## src/flash_cmd_pkg.sv

```systemverilog
package flash_cmd_pkg;

  // ****************************************
  // register map
  // ****************************************
  localparam logic [31:0] MC_BASE = 32'hFFFF_FF60;
  localparam logic [7:0] OFS_MODE = 8'h00;
  localparam logic [7:0] OFS_CMD = 8'h04;
  localparam logic [7:0] OFS_STATE = 8'h08;
  localparam logic [7:0] OFS_RESULT = 8'h0C;
  localparam logic [7:0] OFS_EVT_STATUS = 8'h10;
  localparam logic [7:0] OFS_EVT_ENABLE = 8'h14;
  localparam logic [7:0] OFS_EVT_CLEAR = 8'h18;

  // ****************************************
  // field layout
  // ****************************************
  localparam int MODE_RDY_IE_BIT = 0;
  localparam int WS_LSB = 8;
  localparam int WS_W = 4;
  localparam int KEY_LSB = 24;
  localparam int ARG_LSB = 8;
  localparam int ARG_W = 16;
  localparam int CODE_LSB = 0;
  localparam logic [7:0] CMD_KEY = 8'h5A;
  localparam int ST_READY_BIT = 0;
  localparam int ST_CMDERR_BIT = 1;
  localparam int ST_LOCKERR_BIT = 2;
  localparam int EVT_W = 3;

  // ****************************************
  // reset values
  // ****************************************
  localparam logic [31:0] MODE_RESET = 32'h0000_0000;
  localparam logic [31:0] RESULT_RESET = 32'h0000_0000;

  // ****************************************
  // command codes
  // ****************************************
  localparam logic [7:0] CMD_WP = 8'h12;
  localparam logic [7:0] CMD_WPL = 8'h22;
  localparam logic [7:0] CMD_EWP = 8'h32;
  localparam logic [7:0] CMD_EWPL = 8'h42;
  localparam logic [7:0] CMD_EA = 8'h13;
  localparam logic [7:0] CMD_SLB = 8'h14;
  localparam logic [7:0] CMD_CLB = 8'h24;
  localparam logic [7:0] CMD_GLB = 8'h15;
  localparam logic [7:0] CMD_SGPB = 8'h34;
  localparam logic [7:0] CMD_CGPB = 8'h44;
  localparam logic [7:0] CMD_GGPB = 8'h25;

  typedef enum logic [1:0] {
    IDLE_S = 2'b01,
    BUSY_S = 2'b10
  } seq_state_e;

endpackage

```

## src/embedded_flash_cmd_interface.sv

```systemverilog
// What this block does
// - seven control registers at 0x00..0x18 above base 0xFFFF_FF60
// - mode bit 0 gates the ready condition onto the interrupt line
// - every flash read or write access takes wait count plus one cycles
// - a command write is accepted only with key byte 0x5A
// - a wrongly keyed command write is discarded and starts nothing
// - the operation comes from command bits 7..0
// - bits 23..8 give page number or general-purpose bit number
// - erase-all and query commands ignore the argument
// - status bit 0 is ready, cleared as soon as the controller is busy
// - interrupt asserts while ready is set and its enable is 1
// - bit 1 flags bad key or command; cleared by status read or command write
// - bit 2 flags program or erase into locked region; cleared the same way
// - results come through result register, one word per read
// - after reset mode and result read zero, status reads only ready
// - programming starts at the valid program command, dropping ready then
// - erase touching any locked region is refused whole
module embedded_flash_cmd_interface #(
  parameter int NUM_LOCK = 64,
  parameter int PAGES_PER_LOCK = 16,
  parameter int NUM_GENERAL_PURPOSE_NV_BIT = 3
) (
  // clock and reset
  input wire logic clk,
  input wire logic reset_n,
  // register port
  input wire logic [31:0] reg_addr,
  input wire logic [31:0] reg_wdata,
  input wire logic reg_wr,
  input wire logic reg_rd,
  output logic [31:0] reg_rdata,
  // flash array access timing
  input wire logic acc_req,
  output logic acc_done,
  output logic [3:0] wait_state_count,
  // flash engine
  output logic op_start,
  output logic [7:0] op_code,
  output logic [15:0] op_page,
  input wire logic op_done,
  // interrupt
  output logic irq
);

  // ****************************************
  // helpers
  // ****************************************
  function automatic logic hit(input logic [31:0] a, input logic [7:0] ofs);
    hit = (a == flash_cmd_pkg::MC_BASE + {24'h00_0000, ofs});
  endfunction

  function automatic logic is_prog(input logic [7:0] c);
    is_prog = (c == flash_cmd_pkg::CMD_WP) || (c == flash_cmd_pkg::CMD_WPL) ||
              (c == flash_cmd_pkg::CMD_EWP) || (c == flash_cmd_pkg::CMD_EWPL);
  endfunction

  function automatic logic is_known(input logic [7:0] c);
    is_known = is_prog(c) || (c == flash_cmd_pkg::CMD_EA) ||
               (c == flash_cmd_pkg::CMD_SLB) || (c == flash_cmd_pkg::CMD_CLB) ||
               (c == flash_cmd_pkg::CMD_GLB) || (c == flash_cmd_pkg::CMD_SGPB) ||
               (c == flash_cmd_pkg::CMD_CGPB) || (c == flash_cmd_pkg::CMD_GGPB);
  endfunction

  function automatic logic [31:0] region_of(input logic [15:0] page);
    region_of = 32'(page) / 32'(PAGES_PER_LOCK);
  endfunction

  localparam int RES_WORDS = (NUM_LOCK + 31) / 32;
  localparam int PTR_W = $clog2(RES_WORDS + 2);

  // ****************************************
  // decode
  // ****************************************
  logic wr_mode, wr_cmd, rd_state, rd_result, wr_evt_en, wr_evt_clr;
  logic [7:0] cmd_key, cmd_code;
  logic [15:0] cmd_arg;
  logic key_ok, code_ok, cmd_accept, cmd_bad;
  logic [31:0] lock_page;
  logic region_locked;

  logic [31:0] mode_ff;
  flash_cmd_pkg::seq_state_e state_ff;
  logic cmd_err_ff, lock_err_ff;
  logic [NUM_LOCK-1:0] lock_bits_ff;
  logic [NUM_GENERAL_PURPOSE_NV_BIT-1:0] general_purpose_nv_bit_ff;
  logic [7:0] cur_code_ff;
  logic [15:0] cur_page_ff;
  logic [1:0] res_src_ff;
  logic [PTR_W-1:0] res_ptr_ff;
  localparam int EVT_W_L = flash_cmd_pkg::EVT_W;
  logic [EVT_W_L-1:0] evt_status_ff, evt_enable_ff;

  assign wr_mode = reg_wr && hit(reg_addr, flash_cmd_pkg::OFS_MODE);
  assign wr_cmd = reg_wr && hit(reg_addr, flash_cmd_pkg::OFS_CMD);
  assign rd_state = reg_rd && hit(reg_addr, flash_cmd_pkg::OFS_STATE);
  assign rd_result = reg_rd && hit(reg_addr, flash_cmd_pkg::OFS_RESULT);
  assign wr_evt_en = reg_wr && hit(reg_addr, flash_cmd_pkg::OFS_EVT_ENABLE);
  assign wr_evt_clr = reg_wr && hit(reg_addr, flash_cmd_pkg::OFS_EVT_CLEAR);

  assign cmd_key = reg_wdata[flash_cmd_pkg::KEY_LSB +: 8];
  assign cmd_code = reg_wdata[flash_cmd_pkg::CODE_LSB +: 8];
  assign cmd_arg = reg_wdata[flash_cmd_pkg::ARG_LSB +: flash_cmd_pkg::ARG_W];
  assign key_ok = (cmd_key == flash_cmd_pkg::CMD_KEY);
  assign code_ok = is_known(cmd_code);
  // a command landing while busy is refused as an error rather than queued
  assign cmd_accept = wr_cmd && key_ok && code_ok && (state_ff == flash_cmd_pkg::IDLE_S);
  assign cmd_bad = wr_cmd && !cmd_accept;

  assign lock_page = region_of(cmd_arg);
  assign region_locked = (lock_page < 32'(NUM_LOCK)) &&
                         lock_bits_ff[lock_page[$clog2(NUM_LOCK)-1:0]];

  // program into a locked region or erase-all with any lock set is refused
  logic lock_refuse;
  assign lock_refuse = cmd_accept &&
    ((is_prog(cmd_code) && region_locked) ||
     (cmd_code == flash_cmd_pkg::CMD_EA && |lock_bits_ff));

  logic ext_start;
  assign ext_start = cmd_accept && !lock_refuse &&
                     (is_prog(cmd_code) || cmd_code == flash_cmd_pkg::CMD_EA);

  // ****************************************
  // mode register
  // ****************************************
  always_ff @(posedge clk or negedge reset_n) begin
    if (!reset_n) begin
      mode_ff <= flash_cmd_pkg::MODE_RESET;
    end else if (wr_mode) begin
      mode_ff <= {20'h0_0000, reg_wdata[flash_cmd_pkg::WS_LSB +: flash_cmd_pkg::WS_W],
                  7'h00, reg_wdata[flash_cmd_pkg::MODE_RDY_IE_BIT]};
    end
  end

  assign wait_state_count = mode_ff[flash_cmd_pkg::WS_LSB +: flash_cmd_pkg::WS_W];

  // ****************************************
  // access timing
  // ****************************************
  logic [4:0] acc_cnt_ff;
  logic acc_busy_ff;
  always_ff @(posedge clk or negedge reset_n) begin
    if (!reset_n) begin
      acc_cnt_ff <= 5'h00;
      acc_busy_ff <= 1'b0;
    end else if (!acc_busy_ff && acc_req) begin
      acc_cnt_ff <= {1'b0, wait_state_count};
      acc_busy_ff <= 1'b1;
    end else if (acc_busy_ff) begin
      acc_cnt_ff <= acc_cnt_ff - 5'h01;
      if (acc_cnt_ff == 5'h00) begin
        acc_busy_ff <= 1'b0;
      end
    end
  end

  // done in the last of wait_state_count+1 cycles following the request
  assign acc_done = acc_busy_ff && (acc_cnt_ff == 5'h00);

  // ****************************************
  // sequencer
  // ****************************************
  always_ff @(posedge clk or negedge reset_n) begin
    if (!reset_n) begin
      state_ff <= flash_cmd_pkg::IDLE_S;
    end else begin
      unique case (state_ff)
        flash_cmd_pkg::IDLE_S: begin
          if (ext_start) begin
            state_ff <= flash_cmd_pkg::BUSY_S;
          end
        end
        flash_cmd_pkg::BUSY_S: begin
          if (op_done) begin
            state_ff <= flash_cmd_pkg::IDLE_S;
          end
        end
        // an illegal code falls back to idle rather than locking up
        default: begin
          state_ff <= flash_cmd_pkg::IDLE_S;
        end
      endcase
    end
  end

  always_ff @(posedge clk or negedge reset_n) begin
    if (!reset_n) begin
      op_start <= 1'b0;
      cur_code_ff <= 8'h00;
      cur_page_ff <= 16'h0000;
    end else begin
      op_start <= ext_start;
      if (ext_start) begin
        cur_code_ff <= cmd_code;
        cur_page_ff <= (cmd_code == flash_cmd_pkg::CMD_EA) ? 16'h0000 : cmd_arg;
      end
    end
  end

  assign op_code = cur_code_ff;
  assign op_page = cur_page_ff;

  // ****************************************
  // lock and general-purpose bits
  // ****************************************
  logic [31:0] done_region;
  assign done_region = region_of(cur_page_ff);
  always_ff @(posedge clk or negedge reset_n) begin
    if (!reset_n) begin
      lock_bits_ff <= '0;
    end else if (cmd_accept && lock_page < 32'(NUM_LOCK) &&
                 cmd_code == flash_cmd_pkg::CMD_SLB) begin
      lock_bits_ff[lock_page[$clog2(NUM_LOCK)-1:0]] <= 1'b1;
    end else if (cmd_accept && lock_page < 32'(NUM_LOCK) &&
                 cmd_code == flash_cmd_pkg::CMD_CLB) begin
      lock_bits_ff[lock_page[$clog2(NUM_LOCK)-1:0]] <= 1'b0;
    end else if (state_ff == flash_cmd_pkg::BUSY_S && op_done &&
                 done_region < 32'(NUM_LOCK) &&
                 (cur_code_ff == flash_cmd_pkg::CMD_WPL ||
                  cur_code_ff == flash_cmd_pkg::CMD_EWPL)) begin
      // a program-and-lock past the last region locks nothing
      lock_bits_ff[done_region[$clog2(NUM_LOCK)-1:0]] <= 1'b1;
    end
  end

  // bit numbers past the implemented count have no effect
  always_ff @(posedge clk or negedge reset_n) begin
    if (!reset_n) begin
      general_purpose_nv_bit_ff <= '0;
    end else if (cmd_accept && 32'(cmd_arg) < 32'(NUM_GENERAL_PURPOSE_NV_BIT)) begin
      if (cmd_code == flash_cmd_pkg::CMD_SGPB) begin
        general_purpose_nv_bit_ff[cmd_arg[$clog2(NUM_GENERAL_PURPOSE_NV_BIT)-1:0]] <= 1'b1;
      end else if (cmd_code == flash_cmd_pkg::CMD_CGPB) begin
        general_purpose_nv_bit_ff[cmd_arg[$clog2(NUM_GENERAL_PURPOSE_NV_BIT)-1:0]] <= 1'b0;
      end
    end
  end

  // ****************************************
  // error flags
  // ****************************************
  // setting wins over the clear caused by the same write or read
  always_ff @(posedge clk or negedge reset_n) begin
    if (!reset_n) begin
      cmd_err_ff <= 1'b0;
    end else if (cmd_bad) begin
      cmd_err_ff <= 1'b1;
    end else if (rd_state || wr_cmd) begin
      cmd_err_ff <= 1'b0;
    end
  end

  always_ff @(posedge clk or negedge reset_n) begin
    if (!reset_n) begin
      lock_err_ff <= 1'b0;
    end else if (lock_refuse) begin
      lock_err_ff <= 1'b1;
    end else if (rd_state || wr_cmd) begin
      lock_err_ff <= 1'b0;
    end
  end

  // ****************************************
  // result words
  // ****************************************
  // 0 none, 1 lock bits, 2 general-purpose bits
  always_ff @(posedge clk or negedge reset_n) begin
    if (!reset_n) begin
      res_src_ff <= 2'h0;
      res_ptr_ff <= '0;
    end else if (cmd_accept) begin
      res_ptr_ff <= '0;
      if (cmd_code == flash_cmd_pkg::CMD_GLB) begin
        res_src_ff <= 2'h1;
      end else if (cmd_code == flash_cmd_pkg::CMD_GGPB) begin
        res_src_ff <= 2'h2;
      end else begin
        res_src_ff <= 2'h0;
      end
    end else if (rd_result && res_ptr_ff <= PTR_W'(RES_WORDS)) begin
      res_ptr_ff <= res_ptr_ff + PTR_W'(1);
    end
  end

  logic [RES_WORDS*32-1:0] lock_pad;
  logic [31:0] result_word;
  assign lock_pad = (RES_WORDS*32)'(lock_bits_ff);
  always_comb begin
    result_word = flash_cmd_pkg::RESULT_RESET;
    if (res_src_ff == 2'h1 && res_ptr_ff < PTR_W'(RES_WORDS)) begin
      result_word = lock_pad[res_ptr_ff*32 +: 32];
    end else if (res_src_ff == 2'h2 && res_ptr_ff == '0) begin
      result_word = 32'(general_purpose_nv_bit_ff);
    end
  end

  // ****************************************
  // event interrupts
  // ****************************************
  logic ready, ready_q_ff;
  logic [EVT_W_L-1:0] evt_set;
  assign ready = (state_ff == flash_cmd_pkg::IDLE_S);

  always_ff @(posedge clk or negedge reset_n) begin
    if (!reset_n) begin
      ready_q_ff <= 1'b1;
    end else begin
      ready_q_ff <= ready;
    end
  end

  assign evt_set = {lock_refuse, cmd_bad, ready && !ready_q_ff};

  always_ff @(posedge clk or negedge reset_n) begin
    if (!reset_n) begin
      evt_status_ff <= '0;
    end else begin
      evt_status_ff <= evt_set |
        (evt_status_ff & ~(wr_evt_clr ? reg_wdata[EVT_W_L-1:0] : '0));
    end
  end

  always_ff @(posedge clk or negedge reset_n) begin
    if (!reset_n) begin
      evt_enable_ff <= '0;
    end else if (wr_evt_en) begin
      evt_enable_ff <= reg_wdata[EVT_W_L-1:0];
    end
  end

  always_ff @(posedge clk or negedge reset_n) begin
    if (!reset_n) begin
      irq <= 1'b0;
    end else begin
      irq <= (ready && mode_ff[flash_cmd_pkg::MODE_RDY_IE_BIT]) ||
             |(evt_status_ff & evt_enable_ff);
    end
  end

  // ****************************************
  // read data
  // ****************************************
  logic [31:0] nxt_rdata;
  always_comb begin
    nxt_rdata = 32'h0000_0000;
    if (hit(reg_addr, flash_cmd_pkg::OFS_MODE)) begin
      nxt_rdata = mode_ff;
    end else if (hit(reg_addr, flash_cmd_pkg::OFS_STATE)) begin
      nxt_rdata = {29'h0000_0000, lock_err_ff, cmd_err_ff, ready};
    end else if (hit(reg_addr, flash_cmd_pkg::OFS_RESULT)) begin
      nxt_rdata = result_word;
    end else if (hit(reg_addr, flash_cmd_pkg::OFS_EVT_STATUS)) begin
      nxt_rdata = 32'(evt_status_ff);
    end else if (hit(reg_addr, flash_cmd_pkg::OFS_EVT_ENABLE)) begin
      nxt_rdata = 32'(evt_enable_ff);
    end
  end

  // read data stands one cycle only, so a stale word never looks fresh
  always_ff @(posedge clk or negedge reset_n) begin
    if (!reset_n) begin
      reg_rdata <= 32'h0000_0000;
    end else if (reg_rd) begin
      reg_rdata <= nxt_rdata;
    end else begin
      reg_rdata <= 32'h0000_0000;
    end
  end

endmodule

```

## config.mk

```make
export PLATFORM = sky130hd
export DESIGN_NAME = embedded_flash_cmd_interface
export DESIGN_NICKNAME = d
export VERILOG_FILES = /design/src/flash_cmd_pkg.sv /design/src/embedded_flash_cmd_interface.sv
export SDC_FILE = /design/constraint.sdc
export NUM_CORES = 1
export LEC_CHECK = 0
export BUFFER_PORTS_ARGS = -buffer_cell sky130_fd_sc_hd__buf_2
export CAP_MARGIN = 20
export CELL_PAD_IN_SITES_DETAIL_PLACEMENT = 0
export CELL_PAD_IN_SITES_GLOBAL_PLACEMENT = 1
export CORE_MARGIN = 5
export CORE_UTILIZATION = 47
export DETAILED_ROUTE_END_ITERATION = 10
export PLACE_DENSITY_LB_ADDON = 0.1
export SLEW_MARGIN = 20
export SYNTH_ARGS = -nofsm -noshare
export SYNTH_HDL_FRONTEND = slang
export SYNTH_SLANG_ARGS = --single-unit
```

## constraint.sdc

```tcl
create_clock -name clk -period 4.1 [get_ports clk]
set_clock_uncertainty 0.2 [all_clocks]
set_input_delay 0.41 -clock clk [delete_from_list [all_inputs] [get_ports clk]]
set_output_delay 0.41 -clock clk [all_outputs]
set_load 0.005 [all_outputs]
```

======== Word level (Yosys, flattened, before mapping) ========
Cells that the tools add are included.
cells by class
  $add $sub $neg .......................... 2
  $lt $le $gt $ge ......................... 11
  equal/unequal tests ..................... 27
  shift-type cells ........................ 1
  mux-type cells .......................... 38
  bitwise operators ....................... 11
  reduce and logical (&&, ||, !) cells .... 63
operators by type and width
  cell                    count
  $eq A32 B32 Y1 const B  7
  $mux W64                3
  $mux W32                5
  $or A64 B64 Y64         2
  $and A64 B64 Y64        1
  $not A64 Y64            1
  $reduce_or A64 Y1       1
  $shiftx A64 B8 Y32      1
  $eq A8 B6 Y1 const B    6
  $logic_and A1 B1 Y1     33
  $eq A8 B5 Y1 const B    4
  $eq A8 B7 Y1 const B    4
  $lt A12 B7 Y1 const B   2
  $mux W3                 6
  $lt A16 B2 Y1 const B   1
  $mux W16                1
  $logic_or A1 B1 Y1      14
  $lt A6 B7 Y1 const B    2
  $demux W1 S6            2
  $ge A6 B1 Y1 const B    2
  $mux W2                 6
  $mux W1                 10
  $mux W5                 2
  $reduce_bool A2 Y1      5
  other kinds (21)        32
storage, ports and cells
  register bits after elaboration ......... 151
  input port bits ......................... 70
  output and inout bits ................... 63
  logic and storage cells ................. 171

======== Depth between registers and ports, before layout ========
  depth after elaboration ................. 19
  mapped depth ............................ 13
  mapped depth without buffers ............ 8

======== Worst setup path before layout ========
OpenSTA, ideal clock, no wires.
  path type ............................... input-to-reg
  from .................................... input port reg_wdata[12]
  to ...................................... register cur_code_ff[4] (netlist: op_code[4])
  setup time .............................. 0.125 ns
  arrival time ............................ 2.565 ns
  setup slack ............................. 1.210 ns
  stages .................................. 10
  cell sequence ........................... buf_6 > buf_8 > mux4_2 > nand4_1 > nand2_1 > or4_1 > and4b_1 > or2_1 > buf_6 > mux2_2
on the way
  cells in the longest elaborated chain, start to end .. 9
ends and longest elaborated chain
  element                              RTL line                             source
  start, declared                      embedded_flash_cmd_interface.sv:28   input wire logic [31:0] reg_wdata,
  $bmux W1 S6                          embedded_flash_cmd_interface.sv:111  lock_bits_ff[lock_page[$clog2(NUM_LOCK)-1:0]];
  $mux W1 (not written as such)        embedded_flash_cmd_interface.sv:111
  $logic_and A1 B1 Y1 *                embedded_flash_cmd_interface.sv:110  assign region_locked = (lock_page < 32'(NUM_LOCK)) &&
  $logic_and A1 B1 Y1 *                embedded_flash_cmd_interface.sv:116  ((is_prog(cmd_code) && region_locked) ||
  $logic_or A1 B1 Y1 *                 embedded_flash_cmd_interface.sv:116
  $logic_and A1 B1 Y1 *                embedded_flash_cmd_interface.sv:115  assign lock_refuse = cmd_accept &&
  $logic_not A1 Y1 *                   embedded_flash_cmd_interface.sv:120  assign ext_start = cmd_accept && !lock_refuse &&
  $logic_and A1 B1 Y1 * (2 in series)  embedded_flash_cmd_interface.sv:120
  end signal, assigned                 embedded_flash_cmd_interface.sv:194  cur_code_ff <= cmd_code;
  end, declared                        embedded_flash_cmd_interface.sv:86   logic [7:0] cur_code_ff;
Every way passes the cells marked *; elsewhere a longest branch is shown, timed or not. The select of a mux whose other input is x is not followed.
A chain may end at the register's enable or synchronous reset.

======== Worst setup path in the final report ========
  from .................................... register lock_bits_ff[27]
  to ...................................... register cur_page_ff[5] (netlist: op_page[5])
on the way
  cells in the longest elaborated chain, start to end .. 9
ends and longest elaborated chain
  element                              RTL line                             source
  start, declared                      embedded_flash_cmd_interface.sv:84   logic [NUM_LOCK-1:0] lock_bits_ff;
  start signal, assigned               embedded_flash_cmd_interface.sv:210  lock_bits_ff <= '0;
  start signal, assigned by index      embedded_flash_cmd_interface.sv:213  lock_bits_ff[lock_page[$clog2(NUM_LOCK)-1:0]] <= 1'b1;
  start signal, assigned by index      embedded_flash_cmd_interface.sv:216  lock_bits_ff[lock_page[$clog2(NUM_LOCK)-1:0]] <= 1'b0;
  $bmux W1 S6                          embedded_flash_cmd_interface.sv:111
  $mux W1 (not written as such)        embedded_flash_cmd_interface.sv:111
  $logic_and A1 B1 Y1                  embedded_flash_cmd_interface.sv:110
  $logic_and A1 B1 Y1                  embedded_flash_cmd_interface.sv:116
  $logic_or A1 B1 Y1 *                 embedded_flash_cmd_interface.sv:116
  $logic_and A1 B1 Y1 *                embedded_flash_cmd_interface.sv:115
  $logic_not A1 Y1 *                   embedded_flash_cmd_interface.sv:120
  $logic_and A1 B1 Y1 * (2 in series)  embedded_flash_cmd_interface.sv:120
  end signal, assigned                 embedded_flash_cmd_interface.sv:195  cur_page_ff <= (cmd_code == flash_cmd_pkg::CMD_EA) ? 16'h0000 : cmd_arg;
  end, declared                        embedded_flash_cmd_interface.sv:87   logic [15:0] cur_page_ff;
Marked as above.

==> results.md <==
- Total Nets Final: about 1,300
- Launching instance or port of the critical path: lock_bits_ff[27]$_DFFE_PN0P_
- Sequential-to-total area share from yosys stat: slightly above 40%
- Status: completed
- Rel. slew slack: 27.4%
- Commonest cells after routing, fill and taps aside: dfrtp_1 (148), buf_2 (131), nor2_1 (119)
- Max Fclk: 297 MHz
- Starting density of the core: between 40 and 50%
- Number of buffers between clock root and the deepest sink: 2
- Final hold violation count: 0
- Global-route wire length before repair: 51,200 um
- Die Footprint: roughly 23,000 sq um
- Detailed Place HPWL: ~23,000 um
- Synthesized net count: between 1,000 and 1,500
- Detailed Route WL: approximately 33,000 um
- Switching power share of the total: roughly 28%
- Fraction of the core area covered by cells at the end of the flow: approximately 56%
- # setup viols final: 0
- Max_cap viols: 0
- Total clock buffers created by CTS: 17
- Netlist area before placement: 9310 sq um
- Hold Path Class: input pin to flop
- Number of H-tree levels: 4
- DRC violation count after routing: 0
- Primary flip-flop cell chosen by synthesis mapping: dfrtp_1
- Syn_area_per_cell: 8.69 sq um
- Root Driver: clkbuf_16
- Crit Path Category: flop to flop
- Clock group share of total power: a little under half
- Number of enable-type register cells in the synthesized netlist: 0
- Setup TNS: 0 ps
- Worst setup slack after layout: ~730 ps
- Core region area: 19,500 sq um
- FFs w/ async S/R, synth: between 90% and 100%
- Crit Reg-Reg Endpoint: op_page[5]$_DFFE_PN0P_
- RePlAce Congestion: slightly above 0.9
- Worst vdd ir: about 0.00025 V
- Cells on worst reg2reg path: 8
- Number of pins exceeding their max-slew limit in the final report: 0
- Hold-fix buffers at CTS: 1
- Fraction of the cycle the final worst path needs: between 80% and 90%
- Final critical delay including setup and external delays: 3370 ps
- Setup crit end kind: flop
- Initial antenna violation count: 0
- Chip Width: between 150 and 200 um
- Clock sink count: approximately 150
- Share of post-route cells with drive strength above 1: 20.3%
- Number of DRC violations after detailed-routing iteration 0: around 1,100
- Average wire length per cell after detail routing: roughly 23 um
- Switching power total: ~1 mW
- Part of the total power dissipated in sequential elements: 44.5%
- Unrepaired setup endpoints after global routing: no
- Type of element launching the critical path: flop
- Clock input transition at the sequential cells of the worst setup and hold paths: 70 ps
- Destination of the critical timing path: op_page[5]$_DFFE_PN0P_
- Power per cell area: between 300 and 400 nW/um^2
- GRT Overall Usage: around 30%
- Worst skew pair latency: 430 ps
- Pre-CTS worst setup slack: about 420 ps
- Remaining global-route overflow: 0
- Maximum fanout along the worst path: 18
- Launching point of the worst reg2reg path: lock_bits_ff[27]$_DFFE_PN0P_
- Combinational share of power: 9.8%
- Most common cell after layout, fill and taps aside: dfrtp_1
- Total number of vias: approximately 9,200
- Number of buffer cells added on primary ports: 132
- Hold Path Stages: 3
- Number of vias per cell: around 6.3
- Number of synthesized register bits: between 150 and 200
- Die Height: around 150 um
- Post-CTS setup buffers: 0
- Clock tree from TritonCTS: done
- Worst endpoint data arrival time: 3520 ps
- Largest net degree at the start of global routing: between 80 and 90
- Synth Instances: around 1,100
- Yosys synthesis warning count: 0
- Internal power: 2.50 mW
- Gates resized, CTS repair: 0
- Number of placed I/O pins: about 130
- Required time of the critical path: between 4000 and 5000 ps
- Post-route ant nets: 0
- Setup slack of the most critical reg-to-reg path: between 700 and 800 ps
- Tightest Pin Transition: 1080 ps
- Hold slack: 25.3 ps
- Vias in the first global route: roughly 8,500
- Number of distinct library cell variants in the gate-level netlist after synthesis: 71
- First-pass iteration count of the detailed router: 9
- Number of core rows: 51
- Area growth from synthesis to layout: 17.0%
- Leak pwr: 4.98 nW
## worst min path at each step
stage | from | end | slack (ps)
finish | reg_wdata[23] | op_page[15]$_DFFE_PN0P_ | 30
global route | reg_wdata[23] | op_page[15]$_DFFE_PN0P_ | 20
CTS | reg_wdata[23] | op_page[15]$_DFFE_PN0P_ | 10
detailed placement | cmd_err_ff$_DFFE_PN0P_ | cmd_err_ff$_DFFE_PN0P_ | 270
global placement | cmd_err_ff$_DFFE_PN0P_ | cmd_err_ff$_DFFE_PN0P_ | 270
floorplan | reset_n | async pin | -90
## power groups by stage
stage                     combinational (mW)  clock [mW]  sequential [mW]
after detailed placement               0.336           0             1.57
final                                  0.339        1.59             1.55
after CTS                              0.337        1.60             1.55
after floorplan                        0.187           0             1.57
after global placement                 0.332           0             1.57
after global routing                   0.378        1.68             1.55
## sequential cells by signal, indices dropped and copies added, names as in the netlist, 3 cells and up, named ones only
signal and count:
op_code 8, lock_bits_ff 64, mode_ff 5, op_page 16, reg_rdata 32, evt_status_ff 3
evt_enable_ff 3, acc_cnt_ff 5
## worst max-delay path: stages (launching register included)
cell and delay (ps):
dfrtp_1 430, nor4_1 470, nand4_1 210, nor4_1 630, nand2b_1 190, a21oi_1 280, or2_1 290, buf_4 350
mux2i_1 230
## synth_stat cells, types with 7 or more instances
master	n	share of area [%]
dfrtp_1	149	40
inv_1	100	4.0
mux2_2	14	1.7
nand3_1	12	0.64
a221oi_1	7	0.66
nor4_1	24	1.6
nand2_1	64	2.6
buf_2	11	0.59
a21oi_1	93	5.0
a2111oi_0	49	4.6
nor3_1	23	1.2
nand3b_1	13	1.0
nor2_1	119	4.8
and2_1	8	0.54
and3_1	8	0.54
nand4_1	18	1.2
mux4_2	7	1.7
mux2i_1	49	5.3
a31oi_1	48	3.2
clkbuf_1	55	2.2
a211oi_1	16	1.3
o21ai_0	81	4.4
## per-stage QoR
step	instances	power, mW	instance area, sq um
2_1_floorplan	1072	1.75	9310
6_report	1461	3.47	10900
5_1_grt	1460	3.61	10900
4_1_cts	1460	3.48	10900
3_5_place_dp	1427	1.91	10300
3_3_place_gp	1427	1.90	10300
## area by class of cell
type / count / area [sq um]
Multi-Input combinational cell: 741 / 4800
Inverter: 100 / 375
Fill cell: 1820 / 8570
Antenna cell: 1 / 2.50
Sequential cell: 151 / 3780
Timing Repair Buffer: 171 / 1010
Clock buffer: 17 / 425
Clock inverter: 15 / 163
Tap cell: 265 / 332
## cell families after synthesis
kind of cell	Yosys count	share of synthesized area [%]
AND/OR/NAND/NOR	328	17.5
XOR/XNOR	4	0.376
multiplexers	73	9.50
AO/OA/AOI/OAI	332	23.3
flip-flops	151	40.6
adder cells (fa/ha/maj)	4	0.537
buffers and inverters	180	8.17
## routing by layer
layer / global-route usage [%] / up-vias / wire length (um)
met5: 0 / - / 0
met1: 43.5 / 4402 / 14200
met3: 6.10 / 78 / 3700
met2: 43.9 / 520 / 14300
li1: - / 4155 / -
met4: 8.84 / 0 / 973
No activity file was read; power rests on OpenSTA's default activity.
